[config.mk]
export PLATFORM = sky130hd
export DESIGN_NAME = dct_regs
export DESIGN_NICKNAME = d
export VERILOG_FILES = /design/src/inc/dct_pkg.sv /design/src/design/dct_regs.sv /design/src/design/dct_sync.sv
export SDC_FILE = /design/constraint.sdc
export NUM_CORES = 1
export LEC_CHECK = 0
export BUFFER_PORTS_ARGS = -buffer_cell sky130_fd_sc_hd__buf_2
export CORE_AREA = 4 4 106 108
export CTS_CLUSTER_DIAMETER = 50
export DETAILED_ROUTE_END_ITERATION = 10
export DIE_AREA = 0 0 110 112
export SLEW_MARGIN = 20
export SYNTH_ARGS = -nofsm -noshare
export SYNTH_HDL_FRONTEND = slang
export SYNTH_SLANG_ARGS = --single-unit
[constraint.sdc]
create_clock -name clock -period 4.6 [get_ports clock]
set_input_delay 0.92 -clock clock [delete_from_list [all_inputs] [get_ports clock]]
set_output_delay 0.92 -clock clock [all_outputs]
set_load 0.01 [all_outputs]
[src/inc/dct_pkg.sv]
/*
 * Constants for the clear-code, trigger and status register logic.
 * Assumes a 32-bit serial frame: direction bit, seven address bits, 24 data bits.
 */
package dct_pkg;
    // ==========================================================
    // Frame layout
    localparam int FRAME_BITS = 32;
    localparam int CNT_W = 6;
    localparam int DIR_BIT = 31;
    localparam int ADDR_HI = 30;
    localparam int ADDR_LO = 24;
    localparam int ADDR_W = 7;
    localparam logic [CNT_W-1:0] LAST_BIT_CNT = 6'h1F;
    // ==========================================================
    // Register addresses
    localparam logic [ADDR_W-1:0] ADDR_CLEAR_CODE = 7'h03;
    localparam logic [ADDR_W-1:0] ADDR_TRIGGER = 7'h04;
    localparam logic [ADDR_W-1:0] ADDR_STATUS = 7'h05;
    // ==========================================================
    // Fields
    localparam int CODE_W = 8;
    localparam int CODE_HI = 23;
    localparam int CODE_LO = 16;
    localparam int RECAL_BIT = 8;
    localparam int SOFT_RESET_CMD_BIT = 6;
    localparam int SOFT_CLEAR_CMD_BIT = 5;
    localparam int FLAG_BIT = 12;
    // ==========================================================
    // Reset values
    localparam logic [CODE_W-1:0] CLEAR_CODE_RST = 8'h00;
    localparam logic FLAG_RST = 1'b0;
endpackage : dct_pkg

[src/design/dct_regs.sv]
/*
 * Serial-link register logic for the clear-code, trigger and status registers.
 * Assumes a 250 MHz clock well above the serial clock, a calibration engine that
 * answers recal_start with a one-cycle recal_done, and configuration bits from
 * elsewhere delivered as levels on the same clock.
 */
`timescale 1ns/1ps
module dct_regs (
    input wire logic clock,
    input wire logic rst,
    input wire logic sclk,
    input wire logic sync_n,
    input wire logic sdin,
    input wire logic clear_in_n,
    input wire logic alarm_pin_enable,
    input wire logic serial_out_enable,
    input wire logic recal_done,
    output logic sdo,
    output logic sdo_oe,
    output logic alarm_n,
    output logic recal_start,
    output logic coef_apply,
    output logic soft_reset_cmd,
    output logic dac_clear_load,
    output logic [dct_pkg::CODE_W-1:0] dac_clear_code,
    output logic recal_done_flag
);
    import dct_pkg::*;

    // ==========================================================
    // Pin synchronisation and edge detection
    logic [3:0] pins_s;
    logic sclk_s, sync_s_n, sdin_s, clr_s_n;
    logic sclk_d, sync_d_n, clr_d_n;

    dct_sync #(
        .WIDTH(4),
        .INIT(4'hD)
    ) u_sync (
        .clock(clock),
        .rst(rst),
        .d({sclk, sync_n, sdin, clear_in_n}),
        .q(pins_s)
    );

    assign sclk_s = pins_s[3];
    assign sync_s_n = pins_s[2];
    assign sdin_s = pins_s[1];
    assign clr_s_n = pins_s[0];

    always_ff @(posedge clock) begin
        if (rst) begin
            sclk_d <= 1'b1;
            sync_d_n <= 1'b1;
            clr_d_n <= 1'b1;
        end else begin
            sclk_d <= sclk_s;
            sync_d_n <= sync_s_n;
            clr_d_n <= clr_s_n;
        end
    end

    wire frame_on = ~sync_s_n;
    wire sclk_fall = sclk_d & ~sclk_s;
    wire sclk_rise = ~sclk_d & sclk_s;
    wire sync_rise = ~sync_d_n & sync_s_n;
    wire clr_fall = clr_d_n & ~clr_s_n;

    // ==========================================================
    // Frame capture
    logic [FRAME_BITS-1:0] rx_reg;
    logic [CNT_W-1:0] bit_cnt;
    logic frame_full;
    logic [FRAME_BITS-1:0] tx_reg;

    wire shift_in = frame_on & sclk_fall;
    wire [FRAME_BITS-1:0] frame_word = {rx_reg[FRAME_BITS-2:0], sdin_s};
    wire frame_done = shift_in & (bit_cnt == LAST_BIT_CNT) & ~frame_full;

    // A full frame ignores later clock edges, so the loaded answer is not shifted away.
    always_ff @(posedge clock) begin
        if (rst || !frame_on) begin
            bit_cnt <= '0;
            frame_full <= 1'b0;
        end else if (frame_done) begin
            frame_full <= 1'b1;
        end else if (shift_in && !frame_full) begin
            bit_cnt <= bit_cnt + 1'b1;
        end
    end

    always_ff @(posedge clock) begin
        if (rst) begin
            rx_reg <= '0;
        end else if (shift_in) begin
            rx_reg <= frame_word;
        end
    end

    // ==========================================================
    // Decode
    // direction bit
    wire is_read = frame_word[DIR_BIT];
    // reserved bits are not checked; only the named bits act.
    wire [ADDR_W-1:0] frame_addr = frame_word[ADDR_HI:ADDR_LO];
    wire hit_code = frame_done & (frame_addr == ADDR_CLEAR_CODE);
    wire hit_trig = frame_done & (frame_addr == ADDR_TRIGGER);
    wire hit_stat = frame_done & (frame_addr == ADDR_STATUS);

    wire wr_code = hit_code & ~is_read;
    wire wr_trig = hit_trig & ~is_read;
    wire rd_stat = hit_stat & is_read;
    wire do_recal = wr_trig & frame_word[RECAL_BIT];
    wire do_soft_reset_cmd = wr_trig & frame_word[SOFT_RESET_CMD_BIT];
    wire do_soft_clear_cmd = wr_trig & frame_word[SOFT_CLEAR_CMD_BIT];

    // ==========================================================
    // Stored state
    logic [CODE_W-1:0] clear_code;
    logic flag;
    logic soft_clear_cmd_pending;

    always_ff @(posedge clock) begin
        if (rst || do_soft_reset_cmd) begin
            clear_code <= CLEAR_CODE_RST;
        end else if (wr_code) begin
            clear_code <= frame_word[CODE_HI:CODE_LO];
        end
    end

    // flag low while running; completion wins over a new start.
    always_ff @(posedge clock) begin
        if (rst || do_soft_reset_cmd) begin
            flag <= FLAG_RST;
        end else if (recal_done) begin
            flag <= 1'b1;
        end else if (do_recal) begin
            flag <= 1'b0;
        end
    end

    // clear waits for sync rise when the serial output is off.
    always_ff @(posedge clock) begin
        if (rst || do_soft_reset_cmd) begin
            soft_clear_cmd_pending <= 1'b0;
        end else if (do_soft_clear_cmd && !serial_out_enable) begin
            soft_clear_cmd_pending <= 1'b1;
        end else if (sync_rise) begin
            soft_clear_cmd_pending <= 1'b0;
        end
    end

    // ==========================================================
    // Readback
    logic [FRAME_BITS-1:0] read_data;

    always_comb begin
        read_data = '0;
        read_data[DIR_BIT] = 1'b1;
        read_data[ADDR_HI:ADDR_LO] = frame_addr;
        if (frame_addr == ADDR_CLEAR_CODE) begin
            read_data[CODE_HI:CODE_LO] = clear_code;
        end else if (frame_addr == ADDR_STATUS) begin
            read_data[FLAG_BIT] = flag;
        end
    end

    // A read answers in the next frame; any other frame is echoed for daisy chains.
    wire [FRAME_BITS-1:0] next_tx = is_read ? read_data : frame_word;

    always_ff @(posedge clock) begin
        if (rst) begin
            tx_reg <= '0;
        end else if (frame_done) begin
            tx_reg <= next_tx;
        end else if (frame_on && sclk_rise && bit_cnt != '0 && !frame_full) begin
            tx_reg <= {tx_reg[FRAME_BITS-2:0], 1'b0};
        end
    end

    assign sdo = tx_reg[FRAME_BITS-1];

    always_ff @(posedge clock) begin
        if (rst) begin
            sdo_oe <= 1'b0;
        end else begin
            sdo_oe <= serial_out_enable & frame_on;
        end
    end

    // ==========================================================
    // Commands and pins
    // software clear, immediate or deferred
    wire soft_clear_cmd_now = (do_soft_clear_cmd & serial_out_enable) | (soft_clear_cmd_pending & sync_rise);

    always_ff @(posedge clock) begin
        if (rst) begin
            recal_start <= 1'b0;
            coef_apply <= 1'b0;
            soft_reset_cmd <= 1'b0;
            dac_clear_load <= 1'b0;
        end else begin
            recal_start <= do_recal;
            coef_apply <= recal_done;
            soft_reset_cmd <= do_soft_reset_cmd;
            dac_clear_load <= clr_fall | soft_clear_cmd_now;
        end
    end

    always_ff @(posedge clock) begin
        if (rst) begin
            dac_clear_code <= CLEAR_CODE_RST;
            recal_done_flag <= FLAG_RST;
        end else begin
            dac_clear_code <= clear_code;
            recal_done_flag <= flag;
        end
    end

    always_ff @(posedge clock) begin
        if (rst || do_soft_reset_cmd) begin
            alarm_n <= 1'b1;
        end else if (recal_done && alarm_pin_enable) begin
            alarm_n <= 1'b0;
        end else if (rd_stat) begin
            alarm_n <= 1'b1;
        end
    end
endmodule : dct_regs

[src/design/dct_sync.sv]
/*
 * Two-flop synchroniser for a group of asynchronous pin inputs.
 * Assumes each bit is an independent level; no bus coherence is implied.
 */
`timescale 1ns/1ps
module dct_sync #(
    parameter int WIDTH = 1,
    parameter logic [WIDTH-1:0] INIT = '0
) (
    input wire logic clock,
    input wire logic rst,
    input wire logic [WIDTH-1:0] d,
    output logic [WIDTH-1:0] q
);
    logic [WIDTH-1:0] meta;

    always_ff @(posedge clock) begin
        if (rst) begin
            meta <= INIT;
            q <= INIT;
        end else begin
            meta <= d;
            q <= meta;
        end
    end
endmodule : dct_sync

==> results, run 1 <==
- The sum of internal, switching and leakage power is 1.54 mW.
- Once the clock tree was built, the setup fixing pass inserted 0 buffers.
- In this run, CTS created clock tree buffers numbering 9.
- Using the TritonRoute via totals, the vias-per-cell ratio works out to 5.38.
- The total nets after synthesis is 468.
- In this run the deepest clock path goes through 2 buffers.
- The path type of the worst setup path is reg2reg.
- The longest individual stage delay on the worst path is 900 ps.
- Yosys printed 0 warnings.
- The utilization after layout is 0.436.
- The share of the Yosys chip area taken by registers is 0.522.
- Clock skew on the completed layout was measured at 12.2 ps.
- The static leakage power is 1.55 nW.
- The fraction of registers with async set or reset after synthesis is 0.
- The area growth from synthesis to layout is 9.62%.
- The master cell of the clock root buffer is sky130_fd_sc_hd__clkbuf_8.
- In the final layout, the share of cells above drive strength 1 is 0.132.
- The clock tree synthesis step divided the H-tree into 3 levels.
- Clock-pin slew was measured on the worst setup and hold paths at 100 ps.
- The starting density of the core is 0.398.
- CTS saw 106 sinks.
- In this run the power density over the cells is 345 nW/um^2.
- The boundary pin count is 25.
- The total number of placement rows is 37.
- The total area of multi-input combinational cells is 1780 sq um.
- The commonest cells after synthesis are 106 x sky130_fd_sc_hd__dfxtp_1, 79 x sky130_fd_sc_hd__nand2_1, 55 x sky130_fd_sc_hd__a21oi_1, 32 x sky130_fd_sc_hd__nand3_1, 21 x sky130_fd_sc_hd__clkbuf_1.
- The final routed DRC violation total is 0.
- The family of cells with the greatest summed delay on the critical path is simple AND/OR/NAND/NOR gates.
- The wire length of the first global-routing pass is 14.6 mm.
- The violation count after the first detailed-route iteration is 149.
- Global routing finished with a remaining overflow of 0.
- From bottom edge to top edge, the die measures 112 microns.
- The top-area cell type share of the netlist area is 0.522.
- The hold violation total from the final report came to 0.
- The slew at the pin closest to its max-slew limit is 1010 ps.
- The run finished with clean final reports.
- For this block, the routed nets add up to 9.06 mm of wire.
- After synthesis, the cell types taking the most area are sky130_fd_sc_hd__dfxtp_1 52%, sky130_fd_sc_hd__nand2_1 7.3%, sky130_fd_sc_hd__a21oi_1 6.8%.
- The initial antenna violation count is 0.
- The largest vdd supply drop is 204 uV.
- The quantity of hold-fixing buffers added after cts is 0.
- The global router's overall resource usage is 0.149.
- The number of gates resized after CTS was 0.
- Data on the critical path is required at its endpoint by 4860 ps.
- The cell at the slowest stage of the critical path is sky130_fd_sc_hd__and4_1.
- The worst hold-check path type is reg2reg.
- The post-DP HPWL is 5.65 mm.
- Entering global routing, the biggest net connects 61 pins.
- The sort of element at the end of the critical path is a flip-flop.
- The endpoint arrival time on the critical path is 2760 ps.
- The flip-flop count of the largest register, all copies and words added is 32.
- The post-route clock period utilization is 0.543.
- The full die area is 12300 sq um.
- The final count of pins violating max slew came to 0.
- In this run the register-to-register setup slack is 2100 ps.
- The count of unique library cells instantiated by Yosys is 47.
- The synthesized instance count is 457.
- The critical path contains buffers and inverters numbering 0 combined.
- The maximum net fanout on the critical path is 25.
- The repair_antennas step left the layout with diodes totalling 0.
- The count of nets left with antenna violations once routing finished came out at 0.
- The number of synthesized flops with an enable pin is 0.
- Max-cap violations in this run came to 0.
- The flip-flop and latch count after synthesis is 106.
- Measured along the x axis, the die boundary spans 110 microns.
- The combined area of all synthesized cells is 4070 sq um.
- After filler insertion, the fill cell instance count of the layout stands at 1036.
- For the worst-skew pair, the clock arrives at the later sink with an insertion delay of 370 ps.
- The first detailed-routing pass took 4 iterations.
- Walking the worst path, the cells encountered are nor4b_4 > and4_1 > a31o_2 > o21ba_1.
- The mean cell area of the mapped netlist is 8.90 sq um.
- Setup violations remaining at the end of the flow were counted as 0.
- The cell with the most instances after synthesis is sky130_fd_sc_hd__dfxtp_1.
- The final layout contains 474 nets.
- The clock tree from TritonCTS is done.
- Once layout is done, the placed cells without fillers occupy 4460 sq um.
- The final route contains 3252 vias.
- The number of global-route vias before repair is 2979.
- The placer congestion estimate is 0.826.
- The type of origin of the critical path is a flip-flop.
- The area of the core region is 10200 sq um.
- The predominant post-synthesis flop cell is sky130_fd_sc_hd__dfxtp_1.
- In the final routed layout, each cell accounts on average for 15.0 microns.
- Derived from the worst setup path, the maximum achievable clock frequency is 400 MHz.
- Summed over all instances, the cell type with the most area after synthesis is sky130_fd_sc_hd__dfxtp_1.
- For the final routed database, the setup TNS stands at 0 ps.
- The area after detailed placement is 4260 sq um.
- The worst path needs 2500 ps of the cycle, external delays included.
- Setup repair after global routing left no endpoint under its margin.
- The worst-case headroom to the max-slew limit is 0.326.
- The number of buffers added on ports is 24.
- Across the whole layout, storage elements account for 2120 sq um.
[path summary, 6_finish.rpt]
| path | startpoint | endpoint | cells after the start |
|---|---|---|---|
| max | u_sync.q[2] | flag | 4 |
| min | u_sync.meta[2] | u_sync.q[2] | 1 |
| max reg2reg | u_sync.q[2] | flag | 4 |
| min reg2reg | u_sync.meta[2] | u_sync.q[2] | 1 |
[worst register-to-register path, cell delays in order, from the launching register on]
cell,delay [ps]
sky130_fd_sc_hd__dfxtp_1,380
sky130_fd_sc_hd__nor4b_4,480
sky130_fd_sc_hd__and4_1,900
sky130_fd_sc_hd__a31o_2,460
sky130_fd_sc_hd__o21ba_1,190
[area by class of cell]
| cell class | count | area share |
|---|---|---|
| clock buffer | 9 | 0.0278 |
| clock inverter | 7 | 0.0171 |
| inverter | 9 | 0.00757 |
| multi-input combinational | 308 | 0.398 |
| sequential | 106 | 0.476 |
| tap | 136 | 0.0381 |
| timing repair buffer | 29 | 0.0353 |
[cells in the final DEF, fill, tap and decap left out, types with 2 or more instances in the layout]
| cell type | n |
|---|---|
| sky130_fd_sc_hd__nor4b_4 | 2 |
| sky130_fd_sc_hd__dfxtp_1 | 106 |
| sky130_fd_sc_hd__ha_1 | 2 |
| sky130_fd_sc_hd__nand2_1 | 79 |
| sky130_fd_sc_hd__nor3_1 | 7 |
| sky130_fd_sc_hd__inv_6 | 2 |
| sky130_fd_sc_hd__xnor2_1 | 2 |
| sky130_fd_sc_hd__inv_1 | 8 |
| sky130_fd_sc_hd__a21oi_1 | 55 |
| sky130_fd_sc_hd__xor2_1 | 2 |
| sky130_fd_sc_hd__o211ai_1 | 2 |
| sky130_fd_sc_hd__nand2b_1 | 2 |
| sky130_fd_sc_hd__a22oi_1 | 13 |
| sky130_fd_sc_hd__nor2_1 | 11 |
| sky130_fd_sc_hd__and3_1 | 3 |
| sky130_fd_sc_hd__a31oi_1 | 2 |
| sky130_fd_sc_hd__mux2i_1 | 10 |
| sky130_fd_sc_hd__nand3_1 | 32 |
| sky130_fd_sc_hd__and4_1 | 2 |
| sky130_fd_sc_hd__buf_2 | 24 |
| sky130_fd_sc_hd__clkbuf_8 | 9 |
| sky130_fd_sc_hd__o21ai_0 | 16 |
| sky130_fd_sc_hd__a311oi_1 | 10 |
| sky130_fd_sc_hd__buf_4 | 5 |
| sky130_fd_sc_hd__nand4_1 | 6 |
| sky130_fd_sc_hd__o2bb2ai_1 | 8 |
| sky130_fd_sc_hd__nor3b_1 | 2 |
| sky130_fd_sc_hd__nor2b_1 | 12 |
| sky130_fd_sc_hd__or2_2 | 9 |
| sky130_fd_sc_hd__clkinvlp_4 | 2 |
[cell families (layout without fill, tap and decap cells)]
family / after synthesis / count (layout) / share of synthesized area
AND/OR/NAND/NOR: 176 / 176 / 0.220
AO/OA/AOI/OAI: 116 / 116 / 0.177
flip-flops: 106 / 106 / 0.522
buffers and inverters: 43 / 54 / 0.0427
multiplexers: 10 / 10 / 0.0246
XOR/XNOR: 4 / 4 / 0.00861
adder cells (fa/ha/maj): 2 / 2 / 0.00615
[routing by layer]
metal  track usage  part of all wire  up-vias
met5             0                 0        -
met2         0.235              0.47       58
li1              -                 -     1619
met4        0.0515             0.015        0
met1         0.200              0.48     1564
met3        0.0301             0.042       11
[report_power, final]
group          internal, mW  switching [mW]
clock                 0.256           0.324
combinational        0.0106          0.0226
sequential            0.923         0.00311
total                  1.19           0.349
[per-stage QoR]
stage | cells | worst slack, ps | hold WS, ps
2_1_floorplan | 457 | 2690 | 389
3_3_place_gp | 588 | 2220 | 392
3_5_place_dp | 588 | 2130 | 399
4_1_cts | 604 | 2120 | 423
5_1_grt | 604 | 1970 | 431
6_report | 604 | 2100 | 421
(Power assumes the default switching activity.)
==> run 2, diff against run 1 <==
==> constraint.sdc (replaced) <==
create_clock -name clock -period 2.3 [get_ports clock]
set_input_delay 0.46 -clock clock [delete_from_list [all_inputs] [get_ports clock]]
set_output_delay 0.46 -clock clock [all_outputs]
set_load 0.01 [all_outputs]
==> run 2 against run 1 <==
Effect of this change: routed wire length is 1.5% lower; sequential power increased by 100%; core utilization rose by 0.76 points; cell count is 1.3% higher; via count is 0.25% higher; design area rose by 1.7%; sequential share of layout area is 0.81 points lower; total power rose by 97%; clock power increased by 90%; combinational power rose by 110%; clock skew increased by 1.3 ps; maximum frequency is 28% higher.
==> results, run 2 (synthesis gave the netlist of run 1 again) <==
- The starting density of the core was 0.398 (unchanged).
- The hold violation total from the final report came to 0 (unchanged).
- The post-cts repair resize count is 0 (unchanged).
- The number of H-tree branching levels is 3 (unchanged).
- The number of cells on the worst reg-to-reg path is 4 (unchanged).
- The area used by sequential logic in the layout is 2120 sq um (unchanged).
- The maximum clock path buffer count came to 2 (unchanged).
- The endpoint arrival time on the critical path is 2220 ps (was 2760 ps).
- Cell chain of the critical path: or4_4 > nor4b_4 > nand3_1 > a311oi_1 (was nor4b_4 > and4_1 > a31o_2 > o21ba_1).
- The slew at the pin closest to its max-slew limit came to 509 ps (was 1010 ps).
- The violation count after the first detailed-route iteration is 142 (was 149).
- Status: finished, final reports clean (unchanged).
- The reported max-cap violation count was 0 (unchanged).
- The family of cells with the greatest summed delay on the critical path is simple AND/OR/NAND/NOR gates (unchanged).
- The total number of placement rows came to 37 (unchanged).
- The path type of the worst setup path is reg2reg (unchanged).
- The length of the first detailed-routing pass in iterations is 5 (was 4).
- The sum of internal, switching and leakage power is 3.03 mW (was 1.54 mW).
- The power density over the cells is 667 nW/um^2 (was 345 nW/um^2).
- The final count of pins violating max slew came to 0 (unchanged).
- The sort of element at the end of the critical path is a flip-flop (unchanged).
- The number of antenna-violating nets in the routed design is 0 (unchanged).
- The area of the core region is 10200 sq um (unchanged).
- The worst hold-check path type is in2reg (was reg2reg).
- The net switching component of the power is 0.731 mW (was 0.349 mW).
- The sum of negative setup slack is 0 ps (unchanged).
- The global router's overall resource usage was 0.153 (was 0.149).
- The master cell of the clock root buffer was sky130_fd_sc_hd__clkbuf_8 (unchanged).
- The cell at the slowest stage of the critical path is sky130_fd_sc_hd__or4_4 (was sky130_fd_sc_hd__and4_1).
- The boundary pin count was 25 (unchanged).
- The largest vdd supply drop is 304 uV (was 204 uV).
- The post-route clock period utilization was 0.850 (was 0.543).
- The data required time of the worst path is 2570 ps (was 4860 ps).
- Unrepaired setup endpoints after global routing: false (unchanged).
- The number of failing setup endpoints in the final timing report is 0 (unchanged).
- The longest individual stage delay on the worst path came to 580 ps (was 900 ps).
- The vertical die dimension is 112 microns (unchanged).
- The count of filler cells inserted in the layout was 1009 (was 1036).
- The antenna diode count is 0 (unchanged).
- The post-placement worst setup slack was 356 ps (was 2130 ps).
- The end point of the critical path is tx_reg[22] (was flag).
- The critical path depth is 4 (unchanged).
- The type of origin of the critical path is a flip-flop (unchanged).
- The peak clock frequency supported by timing is 511 MHz (was 400 MHz).
- The later-pin clock latency in the skew report came to 370 ps (about the same).
- The initial antenna violation count was 0 (unchanged).
- The maximum number of pins on one net before global-route repair is 33 (was 61).
- The post-DP HPWL is 5.70 mm (was 5.65 mm).
- The placer congestion estimate is 0.754 (was 0.826).
- The final worst setup slack was 345 ps (was 2100 ps).
- The area added between synthesis and finish was 11.5% (was 9.62%).
- The static leakage power is 1.60 nW (was 1.55 nW).
- The width of the die is 110 microns (unchanged).
- The clock period minus worst slack was 1960 ps (was 2500 ps).
- Leading cell types in the layout, fill and taps excluded: 106 x sky130_fd_sc_hd__dfxtp_1, 79 x sky130_fd_sc_hd__nand2_1, 55 x sky130_fd_sc_hd__a21oi_1, 32 x sky130_fd_sc_hd__nand3_1, 24 x sky130_fd_sc_hd__buf_2 (unchanged).
- The total area of multi-input combinational cells was 1780 sq um (unchanged).
- The average vias per placed instance is 5.33 (was 5.38).
- The sink count of the clock tree came to 106 (unchanged).
- The total placed cells including tap cells is 596 (was 588).
- The wire length of the first global-routing pass is 15.1 mm (was 14.6 mm).
- The switching share of power was 0.241 (was 0.227).
- The post-CTS repair timing setup buffer count is 0 (unchanged).
- The full die area is 12300 sq um (unchanged).
- The detail-routed net length per standard cell is 14.6 microns (was 15.0 microns).
- The residual overflow from global routing is 0 (unchanged).
- The flip-flop count of the largest register, all copies and words added is 32 (unchanged).
- The number of clock buffers inserted by TritonCTS is 9 (unchanged).
- The combinational share of power is 0.023 (was 0.022).
- The maximum net fanout on the critical path was 8 (was 25).
- The final routed DRC violation total came to 0 (unchanged).
- The part of the total power dissipated in sequential elements is 0.612 (was 0.602).
- The launch instance of the worst register-to-register path is rx_reg[29] (was u_sync.q[2]).
- The clock input transition at the sequential cells of the worst setup and hold paths is 100 ps (about the same).
- The total internal power is 2.30 mW (was 1.19 mW).
- The total wire length is 8.93 mm (was 9.06 mm).
- The number of nets in the final layout is 482 (was 474).
- The worst hold slack is 273 ps (was 421 ps).
- The setup slack of the most critical reg-to-reg path came to 340 ps (was 2100 ps).
- The worst-case clock skew is 13.4 ps (was 12.2 ps).
- The number of buffers added on ports is 24 (unchanged).
- The origin of the worst setup path is rx_reg[29] (was u_sync.q[2]).
- The ratio of cells with drive above 1 in the final layout is 0.147 (was 0.132).
- The sum of buffers and inverters on the critical path came to 0 (unchanged).
- The capture point of the worst reg-to-reg path is tx_reg[22] (was flag).
- The worst-case headroom to the max-slew limit came to 0.661 (was 0.326).
- The number of global-route vias before repair is 3122 (was 2979).
- The total number of vias is 3260 (was 3252).
- The clock tree from TritonCTS is done (unchanged).
- The final cell count without fillers is 612 (was 604).
- The clock power share is 0.365 (was 0.376).
- The commonest non-fill, non-tap cell in the layout is sky130_fd_sc_hd__dfxtp_1 (unchanged).
- The quantity of hold-fixing buffers added after cts is 0 (unchanged).
run 2: cell count changes in the layout (fill, tap and decap cells not counted):
| cell | before | now |
|---|---|---|
| sky130_fd_sc_hd__inv_6 | 2 | 0 |
| sky130_fd_sc_hd__inv_8 | 0 | 4 |
| sky130_fd_sc_hd__clkinv_2 | 1 | 0 |
| sky130_fd_sc_hd__buf_12 | 0 | 2 |
| sky130_fd_sc_hd__buf_4 | 5 | 11 |
| sky130_fd_sc_hd__bufinv_16 | 1 | 0 |
run 2: metal layers:
metal | up-vias | wire [microns] | global-route usage
met2 | 62 | 4240 | 0.240
li1 | 1631 | - | -
met5 | - | 0 | 0
met1 | 1556 | 4130 | 0.203
met4 | 0 | 123 | 0.0574
met3 | 11 | 434 | 0.0336
run 2: area by class of cell:
cell class | instances | area share
clock inverters | 7 | 0.0152
repair buffers | 37 | 0.0535
clock buffers | 9 | 0.0273
multi-input cells | 308 | 0.392
flip-flops and latches | 106 | 0.468
inverters | 9 | 0.00744
well taps | 136 | 0.0375
run 2: through the flow:
| step | instance area, sq um | utilization |
|---|---|---|
| floorplan | 4070 | - |
| global placement | 4350 | 0.425 |
| detailed placement | 4350 | 0.425 |
| CTS | 4540 | 0.444 |
| global route | 4540 | 0.444 |
| finish | 4540 | 0.444 |
run 2: how the worst min path moves through the flow:
stage	startpoint	endpoint	slack [ps]	cells past startpoint
floorplan	u_sync.meta[0]	u_sync.q[0]	390	1
global placement	u_sync.meta[3]	u_sync.q[3]	390	1
detailed placement	u_sync.meta[3]	u_sync.q[3]	400	1
CTS	sclk	u_sync.meta[3]	250	2
global route	sclk	u_sync.meta[3]	250	2
finish	sclk	u_sync.meta[3]	270	2
run 2: power groups by stage:
stage               clock network [mW]  logic [mW]  registers (mW)
CTS                               1.15      0.0708            1.85
global route                      1.21      0.0781            1.86
finish                            1.10      0.0701            1.85
floorplan                            0      0.0428            1.90
detailed placement                   0      0.0705            1.90
global placement                     0      0.0693            1.90
==> run 3, diff against run 2 <==
--- a/config.mk
+++ b/config.mk
@@ -5,11 +5,12 @@
 export SDC_FILE = /design/constraint.sdc
 export NUM_CORES = 1
 export LEC_CHECK = 0
+export ABC_AREA = 1
 export BUFFER_PORTS_ARGS = -buffer_cell sky130_fd_sc_hd__buf_2
-export CORE_AREA = 4 4 106 108
+export CORE_AREA = 4 4 109 111
 export CTS_CLUSTER_DIAMETER = 50
 export DETAILED_ROUTE_END_ITERATION = 10
-export DIE_AREA = 0 0 110 112
+export DIE_AREA = 0 0 113 115
 export SLEW_MARGIN = 20
 export SYNTH_ARGS = -nofsm -noshare
 export SYNTH_HDL_FRONTEND = slang
==> run 3 against run 2 <==
Effect of this change: worst hold slack worse by 13 ps; cell count up 23%; setup slack gained 42 ps; total power increased by 9.9%; clock-buffer cell count up 1; flip-flop and latch count is the same; core utilization down 0.16 points; sequential share of layout area is 2.3 points lower; die area up 5.5%; register-to-register slack improved by 40 ps; sequential power barely moved; critical path type unchanged; largest cell class unchanged; highest routed layer unchanged.
==> results, run 3 <==
- The maximum clock path buffer count is 2 (unchanged).
- The number of failing setup endpoints in the final timing report is 0 (unchanged).
- The mean cell area of the mapped netlist came to 7.32 sq um (was 8.90 sq um).
- The adder-cell share of the synthesized area is 0.00579 (was 0.00615).
- The cell at the slowest stage of the critical path was sky130_fd_sc_hd__dfxtp_1 (was sky130_fd_sc_hd__or4_4).
- The full die area is 13000 sq um (was 12300 sq um).
- The worst hold-check path type was in2reg (unchanged).
- The number of global-route vias before repair is 3436 (was 3122).
- The residual overflow from global routing is 0 (unchanged).
- The family of cells with the greatest summed delay on the critical path was simple AND/OR/NAND/NOR gates (unchanged).
- The sum of buffers and inverters on the critical path was 2 (was 0).
- The mux contribution to synthesized area is 0 (was 0.0246).
- The endpoint arrival time on the critical path was 2190 ps (was 2220 ps).
- The area added between synthesis and finish was 10.4% (was 11.5%).
- The initial antenna violation count is 0 (unchanged).
- The area after detailed placement is 4530 sq um (was 4350 sq um).
- The sum of negative setup slack is 0 ps (unchanged).
- The total nets after synthesis is 601 (was 468).
- The post-DP HPWL was 6.26 mm (was 5.70 mm).
- The predominant post-synthesis flop cell is sky130_fd_sc_hd__dfxtp_1 (unchanged).
- The number of clock buffers inserted by TritonCTS came to 9 (unchanged).
- The combined area of all synthesized cells is 4320 sq um (was 4070 sq um).
- The static leakage power is 1.95 nW (was 1.60 nW).
- The global router's overall resource usage is 0.157 (was 0.153).
- The flip-flop count of the largest register, all copies and words added is 32 (unchanged).
- The antenna diode count is 0 (unchanged).
- The flip-flop and latch count after synthesis is 106 (unchanged).
- The count of unique library cells instantiated by Yosys is 27 (was 47).
- The length of the first detailed-routing pass in iterations is 4 (was 5).
- The peak clock frequency supported by timing is 523 MHz (was 511 MHz).
- Unrepaired setup endpoints after global routing: false (unchanged).
- The final cell area excluding filler cells is 4770 sq um (was 4540 sq um).
- The type of origin of the critical path is a flip-flop (unchanged).
- The width of the die was 113 microns (was 110 microns).
- The area of the core region came to 10800 sq um (was 10200 sq um).
- The maximum number of pins on one net before global-route repair is 47 (was 33).
- The worst-case headroom to the max-slew limit is 0.481 (was 0.661).
- The total number of vias was 3634 (was 3260).
- The clock input transition at the sequential cells of the worst setup and hold paths is 100 ps (about the same).
- The violation count after the first detailed-route iteration is 182 (was 142).
- The post-cts repair resize count was 0 (unchanged).
- The final count of pins violating max slew is 0 (unchanged).
- The vertical die dimension was 115 microns (was 112 microns).
- The compound-gate portion of the synthesized area is 0.144 (was 0.177).
- Most frequent cells after synthesis: 137 x sky130_fd_sc_hd__nand2_1, 106 x sky130_fd_sc_hd__dfxtp_1, 87 x sky130_fd_sc_hd__nor2_1, 59 x sky130_fd_sc_hd__inv_1, 54 x sky130_fd_sc_hd__o21ai_0 (was 106 x sky130_fd_sc_hd__dfxtp_1, 79 x sky130_fd_sc_hd__nand2_1, 55 x sky130_fd_sc_hd__a21oi_1, 32 x sky130_fd_sc_hd__nand3_1, 21 x sky130_fd_sc_hd__clkbuf_1).
- The starting density of the core is 0.400 (was 0.398).
- The worst-case clock skew came to 10.8 ps (was 13.4 ps).
- The post-synthesis xor/xnor area fraction is 0 (was 0.00861).
- The path type of the worst setup path is reg2reg (unchanged).
- The detail-routed net length per standard cell came to 13.0 microns (was 14.6 microns).
- The main combinational cell family by area after synthesis is simple AND/OR/NAND/NOR gates (unchanged).
- The clock period minus worst slack is 1910 ps (was 1960 ps).
- The clock tree from TritonCTS was done (unchanged).
- The power density over the cells was 698 nW/um^2 (was 667 nW/um^2).
- The hold violation total from the final report is 0 (unchanged).
- The boundary pin count is 25 (unchanged).
- The wire length of the first global-routing pass is 16.5 mm (was 15.1 mm).
- The average vias per placed instance is 4.85 (was 5.33).
- The register area share after synthesis was 0.491 (was 0.522).
- The top-area cell type share of the netlist area was 0.491 (was 0.522).
- The total number of placement rows is 38 (was 37).
- The synthesized instance count is 590 (was 457).
- Biggest area contributors in the synthesized netlist: sky130_fd_sc_hd__dfxtp_1 49%, sky130_fd_sc_hd__nand2_1 12%, sky130_fd_sc_hd__nor2_1 7.6% (was sky130_fd_sc_hd__dfxtp_1 52%, sky130_fd_sc_hd__nand2_1 7.3%, sky130_fd_sc_hd__a21oi_1 6.8%).
- The largest vdd supply drop was 455 uV (was 304 uV).
- The number of synthesized flops with an enable pin was 0 (unchanged).
- The post-route clock period utilization is 0.832 (was 0.850).
- The ratio of cells with drive above 1 in the final layout is 0.123 (was 0.147).
- The number of antenna-violating nets in the routed design is 0 (unchanged).
- The cell type with the largest total area after synthesis is sky130_fd_sc_hd__dfxtp_1 (unchanged).
- The sink count of the clock tree came to 106 (unchanged).
- The quantity of hold-fixing buffers added after cts is 0 (unchanged).
- The placer congestion estimate is 0.779 (was 0.754).
- The cell with the most instances after synthesis is sky130_fd_sc_hd__nand2_1 (was sky130_fd_sc_hd__dfxtp_1).
- Status: finished, final reports clean (unchanged).
- The post-CTS repair timing setup buffer count was 0 (unchanged).
- The data required time of the worst path was 2580 ps (was 2570 ps).
- The longest individual stage delay on the worst path is 360 ps (was 580 ps).
- The number of warnings issued by yosys was 0 (unchanged).
- The number of nets in the final layout came to 617 (was 482).
- Leading cell types in the layout, fill and taps excluded: 137 x sky130_fd_sc_hd__nand2_1, 106 x sky130_fd_sc_hd__dfxtp_1, 86 x sky130_fd_sc_hd__nor2_1, 59 x sky130_fd_sc_hd__inv_1, 54 x sky130_fd_sc_hd__o21ai_0 (was 106 x sky130_fd_sc_hd__dfxtp_1, 79 x sky130_fd_sc_hd__nand2_1, 55 x sky130_fd_sc_hd__a21oi_1, 32 x sky130_fd_sc_hd__nand3_1, 24 x sky130_fd_sc_hd__buf_2).
- The commonest non-fill, non-tap cell in the layout is sky130_fd_sc_hd__nand2_1 (was sky130_fd_sc_hd__dfxtp_1).
- The final routed DRC violation total was 0 (unchanged).
- The total wire length is 9.73 mm (was 8.93 mm).
- The later-pin clock latency in the skew report is 370 ps (about the same).
- The sort of element at the end of the critical path is a flip-flop (unchanged).
- The maximum net fanout on the critical path is 36 (was 8).
- The reported max-cap violation count is 0 (unchanged).
- The number of H-tree branching levels is 3 (unchanged).
- The simple logic cell fraction of the synthesized area is 0.272 (was 0.220).
- The fraction of registers with async set or reset after synthesis is 0 (unchanged).
- Cell chain of the critical path: ha_1 > nand3_2 > nor2_4 > nand2_4 > nand2_4 > inv_2 > nand2_1 > nand3_1 > nand2_1 > inv_1 (was or4_4 > nor4b_4 > nand3_1 > a311oi_1).
- The master cell of the clock root buffer is sky130_fd_sc_hd__clkbuf_8 (unchanged).
- The number of buffers added on ports is 24 (unchanged).
- The count of filler cells inserted in the layout is 1075 (was 1009).
- The slew at the pin closest to its max-slew limit is 778 ps (was 509 ps).
## run 3: cell types whose count changed in the layout (fill, tap and decap cells not counted), sizes merged, moves of 5 or more
| cell | change |
|---|---|
| nor2 | +81 |
| nand2 | +61 |
| inv | +47 |
| o21ai | +47 |
| a22oi | -13 |
| nor2b | -12 |
| a311oi | -10 |
| mux2i | -10 |
| o2bb2ai | -8 |
| buf | -5 |
## run 3: final timing paths
path | cells past startpoint | end | startpoint | slack (ps)
max | 10 | tx_reg[4] | bit_cnt[0] | 390
max reg2reg | 10 | tx_reg[4] | bit_cnt[0] | 390
min reg2reg | 1 | u_sync.q[2] | u_sync.meta[2] | 420
min | 2 | u_sync.meta[3] | sclk | 260
## run 3: layout make-up
class / count / area, sq um / share of cell area
Clock buffer: 10 / 138 / 0.0289
Inverter: 61 / 229 / 0.0480
Timing Repair Buffer: 32 / 180 / 0.0378
Clock inverter: 5 / 103 / 0.0215
Multi-Input combinational cell: 396 / 1820 / 0.382
Sequential cell: 106 / 2120 / 0.445
Tap cell: 140 / 175 / 0.0367
## run 3: cells by family (layout without fill, tap and decap cells)
| group | count (synthesis) | in the layout |
|---|---|---|
| and+or+nand+nor | 276 | 276 |
| AOI/OAI and AO/OA | 118 | 118 |
| buffers and inverters | 88 | 108 |
| DFF | 106 | 106 |
| adders and majority gates | 2 | 2 |
## run 3: layer usage
metal	part of all wire	GRT usage	vias up
li1	-	-	1891
met1	0.48	0.203	1675
met2	0.46	0.258	52
met3	0.030	0.0221	16
met4	0.022	0.0777	0
met5	0	0	-
## run 3: through the flow
| step | utilization | power, mW | worst slack, ps | hold slack [ps] | cells |
|---|---|---|---|---|---|
| 2_1_floorplan | - | 1.96 | 816 | 388 | 590 |
| 3_3_place_gp | 0.420 | 1.99 | 449 | 392 | 735 |
| 3_5_place_dp | 0.420 | 1.99 | 397 | 398 | 735 |
| 4_1_cts | 0.442 | 3.35 | 381 | 248 | 750 |
| 5_1_grt | 0.442 | 3.44 | 185 | 255 | 750 |
| 6_report | 0.442 | 3.33 | 387 | 260 | 750 |
## run 3: power by group
part	total [mW]	internal, mW	leakage [nW]	switching (mW)
clock	1.38	0.745	0.118	0.631
combinational	0.0867	0.0273	0.978	0.0593
sequential	1.86	1.85	0.857	0.0104
